File: config.mk
export PLATFORM = sky130hd
export DESIGN_NAME = weld_valve_sequencer
export DESIGN_NICKNAME = d
export VERILOG_FILES = /design/src/core/weld_pkg.sv /design/src/core/switch_filter.sv /design/src/core/weld_valve_sequencer.sv
export SDC_FILE = /design/constraint.sdc
export NUM_CORES = 1
export LEC_CHECK = 0
export ABC_AREA = 1
export BUFFER_PORTS_ARGS = -buffer_cell sky130_fd_sc_hd__buf_2
export CAP_MARGIN = 40
export CORE_MARGIN = 5
export CORE_UTILIZATION = 30
export DETAILED_ROUTE_END_ITERATION = 8
export GPL_TIMING_DRIVEN = 0
export SLEW_MARGIN = 20
export SYNTH_ARGS = -nofsm -noshare
export SYNTH_HDL_FRONTEND = slang
export SYNTH_SLANG_ARGS = --single-unit
File: constraint.sdc
create_clock -name clk_sys -period 2.2 [get_ports clk_sys]
set_clock_uncertainty 0.2 [all_clocks]
set_input_delay 0.33 -clock clk_sys [delete_from_list [all_inputs] [get_ports clk_sys]]
set_output_delay 0.33 -clock clk_sys [all_outputs]
set_load 0.03 [all_outputs]
File: src/core/weld_pkg.sv
// Purpose: shared constants and types of the weld valve sequencer
// Assumes: 20 MHz system clock, switch inputs high while closed
// Notes:   register map is word aligned on an AHB-Lite slave
package weld_pkg;
  localparam int unsigned CLK_HZ       = 20_000_000;
  localparam int unsigned DEBOUNCE_MS  = 5;
  localparam int unsigned DEBOUNCE_CYC = CLK_HZ / 1000 * DEBOUNCE_MS;

  // process output codes
  localparam logic [7:0] PO_AIR_OIL   = 8'h07;
  localparam logic [7:0] PO_PART_HOLD = 8'h1A;

  // register byte offsets
  localparam logic [7:0] OFF_CTRL    = 8'h00;
  localparam logic [7:0] OFF_SQZ_DLY = 8'h04;
  localparam logic [7:0] OFF_BLK_DLY = 8'h08;
  localparam logic [7:0] OFF_OFF     = 8'h0C;
  localparam logic [7:0] OFF_SQZ     = 8'h10;
  localparam logic [7:0] OFF_WELD    = 8'h14;
  localparam logic [7:0] OFF_HOLD    = 8'h18;
  localparam logic [7:0] OFF_SCHED   = 8'h1C;
  localparam logic [7:0] OFF_STATUS  = 8'h20;

  // control register fields
  localparam int unsigned CTRL_W   = 10;
  localparam int unsigned CTRL_EXT = 8;
  localparam int unsigned CTRL_REP = 9;

  localparam logic [5:0] SCHED_10 = 6'h0A;
  localparam logic [5:0] SCHED_20 = 6'h14;
  localparam logic [5:0] SCHED_30 = 6'h1E;

  // switch input indices
  localparam int unsigned NSW       = 7;
  localparam int unsigned IN_MAIN   = 0;
  localparam int unsigned IN_SECOND = 1;
  localparam int unsigned IN_THIRD  = 2;
  localparam int unsigned IN_TOGGLE = 3;
  localparam int unsigned IN_ESTOP  = 4;
  localparam int unsigned IN_BUTTON = 5;
  localparam int unsigned IN_KEY    = 6;

  // lamp divider: blink near 5 Hz, dim toggles fast
  localparam int unsigned DIV_W     = 22;
  localparam int unsigned BLINK_BIT = 21;
  localparam int unsigned DIM_BIT   = 8;

  typedef enum logic [8:0] {
    PH_IDLE     = 9'h001,
    PH_SQZ_DLY  = 9'h002,
    PH_SQUEEZE  = 9'h004,
    PH_WELD     = 9'h008,
    PH_HOLD     = 9'h010,
    PH_BLK_DLY  = 9'h020,
    PH_OFF      = 9'h040,
    PH_ADV_STOP = 9'h080,
    PH_HELD     = 9'h100
  } phase_t;
endpackage

File: src/core/switch_filter.sv
// Purpose: two-stage synchroniser and debounce for a group of switches
// Assumes: raw inputs are asynchronous to clk_sys
// Notes:   a bit changes only after STABLE equal samples
`timescale 1ns/1ps
module switch_filter #(
  parameter int unsigned W      = 7,
  parameter int unsigned CW     = 17,
  parameter int unsigned STABLE = 100000
) (
  input  wire logic         clk_sys,
  input  wire logic         reset_n,
  input  wire logic [W-1:0] raw,
  output logic      [W-1:0] clean
);
  localparam logic [CW-1:0] LIM = CW'(STABLE - 1);

  typedef struct packed {
    logic [W-1:0]         s1;
    logic [W-1:0]         s2;
    logic [W-1:0]         out;
    logic [W-1:0][CW-1:0] cnt;
  } filt_t;

  filt_t st;
  filt_t next_st;

  always_comb begin
    next_st    = st;
    next_st.s1 = raw;
    next_st.s2 = st.s1;
    for (int i = 0; i < W; i++) begin
      if (st.s2[i] == st.out[i]) begin
        next_st.cnt[i] = '0;
      end else if (st.cnt[i] >= LIM) begin
        next_st.out[i] = st.s2[i];
        next_st.cnt[i] = '0;
      end else begin
        next_st.cnt[i] = st.cnt[i] + 1'b1;
      end
    end
  end

  always_ff @(posedge clk_sys) begin
    if (!reset_n) begin
      st <= '0;
    end else begin
      st <= next_st;
    end
  end

  assign clean = st.out;
endmodule

File: src/core/weld_valve_sequencer.sv
// Purpose: valve sequencing, schedule select and part hold of a weld
//          sequence controller, with an AHB-Lite register slave
// Assumes: switch inputs high while closed; current error pulses come
//          from measurement logic on clk_sys
// Notes:   all times count mains cycles from the zero-cross input
`timescale 1ns/1ps
module weld_valve_sequencer
  import weld_pkg::*;
#(
  parameter int unsigned DEBOUNCE_CYCLES = weld_pkg::DEBOUNCE_CYC
) (
  input  wire logic        clk_sys,
  input  wire logic        reset_n,
  input  wire logic        hsel,
  input  wire logic [31:0] haddr,
  input  wire logic [1:0]  htrans,
  input  wire logic        hwrite,
  input  wire logic [2:0]  hsize,
  input  wire logic [31:0] hwdata,
  input  wire logic        hready,
  output logic      [31:0] hrdata,
  output logic             hreadyout,
  output logic             hresp,
  input  wire logic        main_initiation_input,
  input  wire logic        second_initiation_input,
  input  wire logic        third_initiation_input,
  input  wire logic        retract_toggle_input,
  input  wire logic        estop_input,
  input  wire logic        panel_button_input,
  input  wire logic        lockout_key_input,
  input  wire logic        mains_zero_cross,
  input  wire logic        cur_high_err,
  input  wire logic        cur_low_err,
  output logic             valve1,
  output logic             valve2,
  output logic             valve3,
  output logic             weld_fire,
  output logic             led_valve3,
  output logic             led_squeeze,
  output logic             led_off,
  output logic      [5:0]  active_sched,
  output logic             por_request
);
  import weld_pkg::*;

  localparam int unsigned DB_W = $clog2(DEBOUNCE_CYCLES + 1);

  typedef struct packed {
    logic              pend;
    logic              wr;
    logic              hit;
    logic [7:0]        addr;
    logic [31:0]       rdata;
    logic              rdy;
    logic [CTRL_W-1:0] ctrl;
    logic [7:0]        sqz_dly;
    logic [7:0]        blk_dly;
    logic [7:0]        off_t;
    logic [7:0]        sqz;
    logic [7:0]        weld;
    logic [7:0]        hold;
    logic [5:0]        sched;
    logic              mz1;
    logic              mz2;
    logic              mz3;
    logic [NSW-1:0]    prev;
    logic [DIV_W-1:0]  div;
    phase_t            phase;
    logic [7:0]        tmr;
    logic              blk;
    logic              err;
    logic              adv;
    logic [5:0]        cur_sched;
    logic              v1;
    logic              v2;
    logic              v3;
    logic              fire;
    logic              lv3;
    logic              lsq;
    logic              loff;
    logic              por;
  } seq_t;

  seq_t st;
  seq_t next_st;

  logic [NSW-1:0] clean;
  logic [NSW-1:0] rise;
  logic           air_oil;
  logic           part_hold;
  logic           estop;
  logic           held;
  logic           done;
  logic           do_start;
  logic [5:0]     start_sched;
  logic [5:0]     ext_sched;
  logic [31:0]    rd;
  logic           nao;
  logic           nph;
  logic           in_seq;

  switch_filter #(
    .W      (NSW),
    .CW     (DB_W),
    .STABLE (DEBOUNCE_CYCLES)
  ) u_filter (
    .clk_sys (clk_sys),
    .reset_n (reset_n),
    .raw     ({lockout_key_input, panel_button_input, estop_input,
               retract_toggle_input, third_initiation_input,
               second_initiation_input, main_initiation_input}),
    .clean   (clean)
  );

  assign rise      = clean & ~st.prev;
  assign air_oil   = st.ctrl[7:0] == PO_AIR_OIL;
  assign part_hold = st.ctrl[7:0] == PO_PART_HOLD;
  assign estop     = clean[IN_ESTOP];
  assign held      = clean[IN_MAIN];
  assign done      = st.tmr == 8'h00;

  always_comb begin
    // second and third initiation pins double as select bits
    case ({clean[IN_THIRD], clean[IN_SECOND]})
      2'b01:   ext_sched = SCHED_10;
      2'b10:   ext_sched = SCHED_20;
      2'b11:   ext_sched = SCHED_30;
      default: ext_sched = 6'h00;
    endcase
  end

  always_comb begin
    case (st.addr)
      OFF_CTRL:    rd = {22'h0, st.ctrl};
      OFF_SQZ_DLY: rd = {24'h0, st.sqz_dly};
      OFF_BLK_DLY: rd = air_oil ? {24'h0, st.blk_dly} : 32'h0;
      OFF_OFF:     rd = {24'h0, st.off_t};
      OFF_SQZ:     rd = {24'h0, st.sqz};
      OFF_WELD:    rd = {24'h0, st.weld};
      OFF_HOLD:    rd = {24'h0, st.hold};
      OFF_SCHED:   rd = {26'h0, st.sched};
      OFF_STATUS:  rd = {12'h0, st.cur_sched, st.phase, st.err,
                         st.blk, st.v3, st.v2, st.v1};
      default:     rd = 32'h0;
    endcase
    if (!st.hit) begin
      rd = 32'h0;
    end
  end

  always_comb begin
    next_st      = st;
    do_start     = 1'b0;
    start_sched  = st.sched;
    nao          = 1'b0;
    nph          = 1'b0;
    in_seq       = 1'b0;
    next_st.mz1  = mains_zero_cross;
    next_st.mz2  = st.mz1;
    next_st.mz3  = st.mz2;
    next_st.prev = clean;
    next_st.div  = st.div + 1'b1;
    next_st.por  = 1'b0;

    // bus: one wait state so read data leaves a flip-flop
    if (st.pend) begin
      next_st.pend = 1'b0;
      next_st.rdy  = 1'b1;
      if (!st.wr) begin
        next_st.rdata = rd;
      end else if (st.hit && !st.blk) begin
        case (st.addr)
          OFF_CTRL:    next_st.ctrl    = hwdata[CTRL_W-1:0];
          OFF_SQZ_DLY: next_st.sqz_dly = hwdata[7:0];
          OFF_BLK_DLY: begin
            if (air_oil) begin
              next_st.blk_dly = hwdata[7:0];
            end
          end
          OFF_OFF:     next_st.off_t   = hwdata[7:0];
          OFF_SQZ:     next_st.sqz     = hwdata[7:0];
          OFF_WELD:    next_st.weld    = hwdata[7:0];
          OFF_HOLD:    next_st.hold    = hwdata[7:0];
          OFF_SCHED:   next_st.sched   = hwdata[5:0];
          default:     next_st.ctrl    = st.ctrl;
        endcase
      end
    end else if (hsel && htrans[1] && hready) begin
      next_st.pend = 1'b1;
      next_st.wr   = hwrite;
      next_st.addr = haddr[7:0];
      next_st.hit  = haddr[31:8] == 24'h0;
      next_st.rdy  = 1'b0;
    end

    // phase timer advances only on mains cycles
    if (!done && st.mz2 && !st.mz3) begin
      next_st.tmr = st.tmr - 1'b1;
    end

    case (st.phase)
      PH_IDLE: begin
        if (!st.err && st.ctrl[CTRL_EXT]) begin
          do_start    = rise[IN_MAIN];
          start_sched = ext_sched;
        end else if (!st.err) begin
          do_start = |rise[IN_THIRD:IN_MAIN];
          if (rise[IN_MAIN]) begin
            start_sched = st.sched;
          end else if (rise[IN_SECOND]) begin
            start_sched = SCHED_10;
          end else begin
            start_sched = SCHED_20;
          end
        end
        if (!do_start && !st.err && air_oil && rise[IN_TOGGLE]) begin
          if (st.blk) begin
            next_st.blk = 1'b0;
          end else begin
            next_st.phase = PH_SQZ_DLY;
            next_st.tmr   = st.sqz_dly;
            next_st.adv   = 1'b1;
          end
        end
      end
      PH_SQZ_DLY: begin
        if (done && st.adv) begin
          next_st.phase = PH_ADV_STOP;
          next_st.tmr   = st.off_t;
        end else if (done) begin
          next_st.phase = PH_SQUEEZE;
          next_st.tmr   = st.sqz;
        end
      end
      PH_SQUEEZE: begin
        if (done) begin
          next_st.phase = PH_WELD;
          next_st.tmr   = st.weld;
        end
      end
      PH_WELD: begin
        if (done) begin
          next_st.phase = PH_HOLD;
          next_st.tmr   = st.hold;
        end
      end
      PH_HOLD: begin
        if (done && part_hold && st.err) begin
          next_st.phase = PH_HELD;
        end else if (done && air_oil) begin
          next_st.phase = PH_BLK_DLY;
          next_st.tmr   = st.blk_dly;
        end else if (done && st.ctrl[CTRL_REP] && held) begin
          next_st.phase = PH_OFF;
          next_st.tmr   = st.off_t;
        end else if (done) begin
          next_st.phase = PH_IDLE;
        end
      end
      PH_BLK_DLY: begin
        if (done) begin
          next_st.blk   = 1'b1;
          next_st.phase = PH_IDLE;
          if (st.ctrl[CTRL_REP] && held) begin
            if (st.off_t > st.blk_dly) begin
              next_st.phase = PH_OFF;
              next_st.tmr   = st.off_t - st.blk_dly;
            end else begin
              do_start    = 1'b1;
              start_sched = st.cur_sched;
            end
          end
        end
      end
      PH_OFF: begin
        if (done && st.ctrl[CTRL_REP] && held) begin
          do_start    = 1'b1;
          start_sched = st.cur_sched;
        end else if (done) begin
          next_st.phase = PH_IDLE;
        end
      end
      PH_ADV_STOP: begin
        if (done) begin
          next_st.blk   = 1'b1;
          next_st.adv   = 1'b0;
          next_st.phase = PH_IDLE;
        end
      end
      PH_HELD: next_st.phase = PH_HELD;
      default: next_st.phase = PH_IDLE;
    endcase

    if (do_start) begin
      next_st.cur_sched = start_sched;
      // a repeat straight out of the blocking delay skips the squeeze delay
      if (air_oil && !next_st.blk) begin
        next_st.phase = PH_SQZ_DLY;
        next_st.tmr   = st.sqz_dly;
      end else begin
        next_st.phase = PH_SQUEEZE;
        next_st.tmr   = st.sqz;
      end
      next_st.blk       = 1'b0;
    end

    // a new error wins over a clear in the same cycle
    next_st.err = (st.err && !(rise[IN_BUTTON] || rise[IN_KEY]))
                  || (part_hold && (cur_high_err || cur_low_err)
                      && (st.phase == PH_WELD || st.phase == PH_HOLD));
    if (st.err && !next_st.err) begin
      next_st.phase = PH_IDLE;
      next_st.blk   = 1'b0;
      next_st.adv   = 1'b0;
      next_st.tmr   = 8'h00;
      next_st.por   = 1'b1;
    end

    if (estop) begin
      next_st.phase = PH_IDLE;
      next_st.blk   = 1'b0;
      next_st.adv   = 1'b0;
      next_st.tmr   = 8'h00;
    end

    // outputs follow the next state so they leave flip-flops
    nao    = next_st.ctrl[7:0] == PO_AIR_OIL;
    nph    = next_st.ctrl[7:0] == PO_PART_HOLD;
    in_seq = next_st.phase == PH_SQUEEZE || next_st.phase == PH_WELD
             || next_st.phase == PH_HOLD;
    next_st.v1   = in_seq || next_st.phase == PH_SQZ_DLY
                   || (nph && next_st.phase == PH_HELD);
    next_st.v2   = in_seq && !(nao && next_st.phase == PH_SQUEEZE);
    next_st.v3   = nao ? next_st.blk
                       : nph && next_st.phase == PH_HELD;
    next_st.fire = next_st.phase == PH_WELD;
    next_st.lv3  = next_st.v3 && (!nao || next_st.div[BLINK_BIT]);
    next_st.lsq  = next_st.phase == PH_SQZ_DLY ? next_st.div[DIM_BIT]
                   : next_st.phase == PH_SQUEEZE;
    next_st.loff = next_st.phase == PH_BLK_DLY ? next_st.div[DIM_BIT]
                   : next_st.phase == PH_OFF;
  end

  always_ff @(posedge clk_sys) begin
    if (!reset_n) begin
      st       <= '0;
      st.rdy   <= 1'b1;
      st.phase <= PH_IDLE;
    end else begin
      st <= next_st;
    end
  end

  assign hrdata       = st.rdata;
  assign hreadyout    = st.rdy;
  assign hresp        = 1'b0;
  assign valve1       = st.v1;
  assign valve2       = st.v2;
  assign valve3       = st.v3;
  assign weld_fire    = st.fire;
  assign led_valve3   = st.lv3;
  assign led_squeeze  = st.lsq;
  assign led_off      = st.loff;
  assign active_sched = st.cur_sched;
  assign por_request  = st.por;
endmodule

==> results of run 1 <==
-- worst max-delay path: stages, from the launching register on --
cell     delay (ns)
dfxtp_4        0.37
inv_4          0.04
ha_4           0.15
inv_4          0.05
fa_2           0.21
nand2_2        0.06
nand2_2        0.07
nand3_2        0.08
nand2_4        0.10
nand2_2        0.05
nand2_2        0.10
nand2_4        0.07
nand2_4        0.10
nand2_8        0.07
nor3_4         0.33
buf_4          0.18
o21ai_2        0.05
a21oi_2        0.17
-- worst paths after layout --
kind | startpoint | to | cells past startpoint | slack [ns]
hold / removal | hwdata[5] | st[77] | 3 | 0.07
hold reg to reg | u_filter.st[34] | u_filter.st[34] | 1 | 0.21
setup / recovery | st[96] | valve2 | 17 | -0.35
setup reg to reg | st[96] | valve2 | 17 | -0.35
-- metal layers --
| metal | GRT usage | routed length, microns | vias to the layer above |
|---|---|---|---|
| li1 | - | - | 7355 |
| met1 | 0.217 | 20800 | 6804 |
| met2 | 0.278 | 22100 | 514 |
| met3 | 0.0323 | 3430 | 121 |
| met4 | 0.0661 | 1820 | 0 |
| met5 | 0 | 0 | - |
-- final cells by class --
type / instances / area, sq um
diodes: 1 / 2.50
repair buffers: 206 / 1450
clock buffers: 50 / 1020
fillers: 4921 / 29400
flip-flops and latches: 301 / 6080
clock inverters: 11 / 150
inverters: 294 / 1120
multi-input cells: 1454 / 8360
well taps: 664 / 831
plain buffers: 85 / 567
-- Yosys cell counts (11+ instances only) --
cell type  number
nand2_2        17
nor3_1         45
ha_1           17
inv_1         284
nor2_2         11
nor3b_1        14
a21oi_1       164
o22ai_1        38
dfxtp_1       301
nand2_1       408
nor2_1        283
nand3_1       123
buf_4          41
o21ai_0       116
xnor2_1        14
buf_2          15
nand4_1        27
xor2_1         47
clkbuf_1       27
o211ai_1       12
nor4_1         19
-- cell families (layout without fill, tap and decap cells) --
family	Yosys count	in the layout	share of synthesized area
DFF	301	301	0.405
buffers and inverters	379	646	0.108
AOI/OAI and AO/OA	371	371	0.137
other	1	14	0.000252
xor gates and xnor gates	61	61	0.0359
adders and majority gates	18	18	0.0156
and+or+nand+nor	991	991	0.298
-- where the power goes --
part           switching, mW  internal, mW  leakage (nW)  total, mW
sequential            0.0203          5.48          2.45       5.50
clock                   2.39          3.49         0.570       5.88
combinational          0.337         0.192          5.04      0.529
total                   2.74          9.17          8.06       11.9
-- cells in the final DEF (no fill, tap or decap), types with 28 or more instances in the layout --
master	instances
o21ai_0	100
buf_2	97
xor2_1	47
nand2_1	376
nor3_1	32
o22ai_1	31
nor2_2	34
a21oi_1	155
clkbuf_1	28
dfxtp_1	269
inv_1	270
buf_4	114
nand2_2	32
dlygate4sd3_1	39
nor2_1	243
nand3_1	99
clkbuf_16	35
dfxtp_2	28
-- repair_timing --
action | CTS | global route
endpoints found under the hold margin | 38 | 0
pin swaps | 27 | 66
resized for setup | 96 | 232
setup buffers | 23 | 51
hold buffers | 39 | 0
setup endpoints to repair | 131 | 162
-- per-stage QoR --
step           worst slack [ns]  cell area, sq um  power (mW)  hold WS, ns  std cells
2_1_floorplan          -0.00437             14900        5.84        0.190       2134
3_3_place_gp             -0.627             16200        6.01        0.194       2889
3_5_place_dp             -0.653             16200        6.01        0.201       2890
4_1_cts                  -0.264             18300        12.0       0.0353       3013
5_1_grt                  -0.449             19600        12.3       0.0628       3066
6_report                 -0.346             19600        11.9       0.0681       3066
-- state kept, by name (all words and copies together), names as in the netlist, 2 cells and up --
| register | count |
|---|---|
| active_sched | 6 |
| hrdata | 20 |
| next_st | 2 |
| st | 124 |
| u_filter.clean | 7 |
| u_filter.next_st | 7 |
| u_filter.st | 126 |
==> flow_metrics.env, run 1 <==
export IMPL_status="finished with violations"
export IMPL_violations="setup timing"
export IMPL_ios=132
export IMPL_syn_inst=2122
export IMPL_synth_area_per_cell_sq_um=7.01
export IMPL_ys_ff_latch=301
export IMPL_drive_gt1_frac=0.237
export IMPL_hpwl_mm=35.2
export IMPL_maxCapViolCount=0
export IMPL_fmax_mhz=393
export IMPL_cts_tree="done"
export IMPL_cp_max_fo=7
export IMPL_worstSetupEndpointType="flip-flop"
export IMPL_critPathLaunchType="flip-flop"
export IMPL_grt_max_degree=13
export IMPL_ys_flop_type="dfxtp_1"
export IMPL_holdCritPathClass="in -> reg"
export IMPL_fin_crit_sh=1.16
export IMPL_hold_violations=0
export IMPL_power_leakage_nw=8.06
export IMPL_grt_usage=0.168
export IMPL_fin_ws_ns=-0.346
export IMPL_peakVddDrop_mv=0.495
export IMPL_htree_levels=2
export IMPL_netlist_area_sq_um=14900
export IMPL_cts_buffers=35
export IMPL_layout_nets=2479
export IMPL_first_global_vias=14035
export IMPL_fin_util=0.400
export IMPL_clock_sinks=301
export IMPL_dieWidth_microns=233
export IMPL_vias=14794
export IMPL_synth_edf_count=0
export IMPL_start_util=0.304
export IMPL_clkTransAtPathRegs_ns=0.06
export IMPL_core_area_sq_um=49000
export IMPL_drt_total_wl_mm=48.1
export IMPL_synth_area_leader_cell="dfxtp_1"
export IMPL_ys_warn_count=0
export IMPL_slew_violations=0
export IMPL_grt_remaining_overflow=0
export IMPL_areaGrowthSynthToFinish_pct=31.6
export IMPL_yosysUniqueCellTypes=57
export IMPL_setup_viol=22
export IMPL_path_class="reg -> reg"
export IMPL_worstPathArrival_ns=2.80
export IMPL_firstDrtPassIters=6
export IMPL_seq_area_frac_synth=0.405
export IMPL_antenna_found_initial=1
export IMPL_die_area_sq_um=54100
export IMPL_synthTopCellsByArea="dfxtp_1, nand2_1, inv_1, nor2_1, a21oi_1"
export IMPL_synth_top_area_frac=0.405
export IMPL_async_flop_share=0
export IMPL_cts_root_buffer="clkbuf_16"
export IMPL_grt_first_pass_wirelength_mm=73.5
export IMPL_vias_per_cell=4.83
export IMPL_worst_slew_pin_slew_ns=0.744
export IMPL_cts_max_path_buffers=3
export IMPL_drc=0
export IMPL_fin_setup_tns_ns=-4.82
export IMPL_relSlewSlack=0.504
export IMPL_worstPathRequired_ns=2.45
export IMPL_die_h_microns=233
export IMPL_rsz0062_at_grt="true"
export IMPL_io_buffers=91
export IMPL_powerDensity_nw_per_um2=608
export IMPL_detail_route_wl_per_cell_microns=15.7
export IMPL_fp_row_count=81
export IMPL_clk_latency_ns=0.54
export IMPL_ant_nets=0
export IMPL_finalCriticalPeriod_ns=2.55
export IMPL_place_congestion=1.02
export IMPL_drt_initial_drc_count=1248
No activity file was read; power rests on OpenSTA's default activity.
==> inputs of run 2 (changes only) <==
--- a/config.mk
+++ b/config.mk
@@ -6,7 +6,7 @@
 export NUM_CORES = 1
 export LEC_CHECK = 0
 export ABC_AREA = 1
-export BUFFER_PORTS_ARGS = -buffer_cell sky130_fd_sc_hd__buf_2
+export BUFFER_PORTS_ARGS = -buffer_cell sky130_fd_sc_hd__buf_4
 export CAP_MARGIN = 40
 export CORE_MARGIN = 5
 export CORE_UTILIZATION = 30
==> run 2 against run 1 <==
  * The flow finishes with violations (hold timing, setup timing)
  * Global-route usage fell by 0.092 points
  * Hold slack worse by 0.073 ns
  * Sequential power barely moved
  * Clock-buffer cell count shrank 2
  * Worst setup slack worse by 0.022 ns
  * Die area did not move
  * Cell count is 0.20% lower
  * Largest cell class unchanged
==> flow_metrics.env, run 2 (synthesized netlist as in run 1, its figures left out) <==
export IMPL_status="finished with violations"
export IMPL_violations="hold timing, setup timing"
export IMPL_hold_violations=1
export IMPL_drt_initial_drc_count=1106
export IMPL_drive_gt1_frac=0.232
export IMPL_fin_crit_sh=1.17
export IMPL_fp_row_count=81
export IMPL_path_buf_inv=5
export IMPL_reg2reg_to="st[17]"
export IMPL_drt_met1_wl_mm=21.0
export IMPL_die_area_sq_um=54100
export IMPL_drc=0
export IMPL_p_int_mw=9.28
export IMPL_r2r_slack_ns=-0.37
export IMPL_crit_path_top_delay_cell="fa_2"
export IMPL_multi_input_area_sq_um=8350
export IMPL_vias_per_cell=4.82
export IMPL_core_area_sq_um=49000
export IMPL_clk_latency_ns=0.54
export IMPL_fillers=4943
export IMPL_slew_violations=0
export IMPL_clkTransAtPathRegs_ns=0.06
export IMPL_firstDrtPassIters=5
export IMPL_detail_route_wl_per_cell_microns=15.8
export IMPL_relSlewSlack=0.543
export IMPL_antenna_found_initial=0
export IMPL_worstPathArrival_ns=2.84
export IMPL_worstSetupEndpointType="flip-flop"
export IMPL_first_global_vias=13894
export IMPL_worstPathRequired_ns=2.47
export IMPL_r2r_start="st[96]"
export IMPL_layout_nets=2473
export IMPL_cts_tree="done"
export IMPL_power_leakage_nw=8.15
export IMPL_max_stage_delay_ns=0.37
export IMPL_holdCritPathClass="in -> reg"
export IMPL_hpwl_mm=35.5
export IMPL_p_sw_mw=2.71
export IMPL_cpLargestDelayFamily="simple AND/OR/NAND/NOR gates"
export IMPL_whs_path_depth=5
export IMPL_sw_frac_of_total=0.226
export IMPL_power_share_clock=0.496
export IMPL_peakVddDrop_mv=0.431
export IMPL_r2r_cells=18
export IMPL_finalCriticalPeriod_ns=2.57
export IMPL_setup_viol=24
export IMPL_fmax_mhz=389
export IMPL_largest_reg_flops=126
export IMPL_vias=14737
export IMPL_areaGrowthSynthToFinish_pct=33.3
export IMPL_cts_buffers=34
export IMPL_max_flop_register="u_filter.st"
export IMPL_power_mw=12.0
export IMPL_drt_total_wl_mm=48.2
export IMPL_path_class="reg -> reg"
export IMPL_die_h_microns=233
export IMPL_highest_layer="met4"
export IMPL_grt_first_pass_wirelength_mm=72.7
export IMPL_powerDensity_nw_per_um2=605
export IMPL_grt_usage=0.167
export IMPL_ant_nets=0
export IMPL_met3_length_mm=3.25
export IMPL_maxCapViolCount=0
export IMPL_min_from="haddr[12]"
export IMPL_rsz0062_at_grt="true"
export IMPL_fin_ws_ns=-0.368
export IMPL_ios=132
export IMPL_cts_max_path_buffers=3
export IMPL_dieWidth_microns=233
export IMPL_holdWs_ns=-0.00473
export IMPL_io_buffers=91
export IMPL_antenna_cells=0
export IMPL_power_frac_comb=0.045
export IMPL_min_to="st[171]"
export IMPL_sequentialPowerShare=0.459
export IMPL_cp_max_fo=6
export IMPL_worst_slew_pin_slew_ns=0.685
export IMPL_preCtsSetupSlack_ns=-0.645
export IMPL_critPathLaunchType="flip-flop"
export IMPL_ff_latch_area_sq_um=6080
export IMPL_dr_wl_met2_mm=21.4
export IMPL_crit_path_start="st[96]"
export IMPL_most_common_layout_cells="nand2_1, dfxtp_1, inv_1"
export IMPL_cp_cell_sequence="inv_4 -> ha_4 -> inv_4 -> fa_2 -> nand2_2 -> nand2_2 -> nand3_2 -> nand2_4 -> nand2_2 -> nand2_2 -> nand2_4 -> nand2_4 -> nand2_8 -> buf_4 -> buf_8 -> buf_6 -> o211ai_1 -> a21oi_1"
export IMPL_htree_levels=2
export IMPL_path_common_cell="nand2_2"
export IMPL_cts_root_buffer="clkbuf_16"
export IMPL_grt_max_degree=14
export IMPL_grt_remaining_overflow=0
export IMPL_place_congestion=1.03
export IMPL_clock_sinks=301
export IMPL_final_common_cell="nand2_1"
export IMPL_start_util=0.304
## run 2: per-layer routing
metal | global-route usage | vias to the layer above
met5 | 0 | -
met4 | 0.0847 | 0
met3 | 0.0359 | 129
met2 | 0.262 | 455
met1 | 0.217 | 6813
li1 | - | 7340
## run 2: timing repair
action	in CTS	in global routing
pin swaps	37	86
hold endpoints to repair	60	0
cloned	0	2
hold buffers	34	0
endpoints found under the setup margin	132	175
setup buffers	26	47
gates resized for setup	84	258
## run 2: power groups by stage
stage	registers [mW]	clock network, mW	logic [mW]
finish	5.50	5.95	0.545
global route	5.50	6.27	0.587
CTS	5.50	6.05	0.489
detailed placement	5.62	0	0.421
global placement	5.62	0	0.419
floorplan	5.62	0	0.219
## run 2: worst max-delay path by stage
stage / end / slack, ns / depth (start not counted)
after CTS: led_off / -0.32 / 18
after detailed placement: valve2 / -0.65 / 14
final: st[17] / -0.37 / 18
after floorplan: st[17] / -0.004 / 16
after global placement: valve1 / -0.63 / 16
after global routing: valve1 / -0.52 / 18
## run 2: worst min-delay path, cell delays in order
cell       delay, ns
buf_4           0.08
nor4_1          0.04
nand2_1         0.06
nor3_2          0.07
o2bb2ai_1       0.11
## run 2: cell type report
cell class / instances / share of cell area
tap: 664 / 0.0419
inverter: 294 / 0.0567
clock inverter: 13 / 0.00940
timing repair buffer: 201 / 0.0851
buffer: 85 / 0.0295
sequential: 301 / 0.307
multi-input combinational: 1454 / 0.421
clock buffer: 48 / 0.0492
## run 2: through the flow
step	util	cells	setup TNS, ns	area, sq um
detailed placement	0.336	2890	-38.88	16500
global placement	0.336	2889	-37.66	16500
finish	0.405	3060	-5.83	19800
global route	0.405	3060	-10.20	19800
floorplan	-	2134	-0.0324	14900
CTS	0.379	3011	-6.42	18500
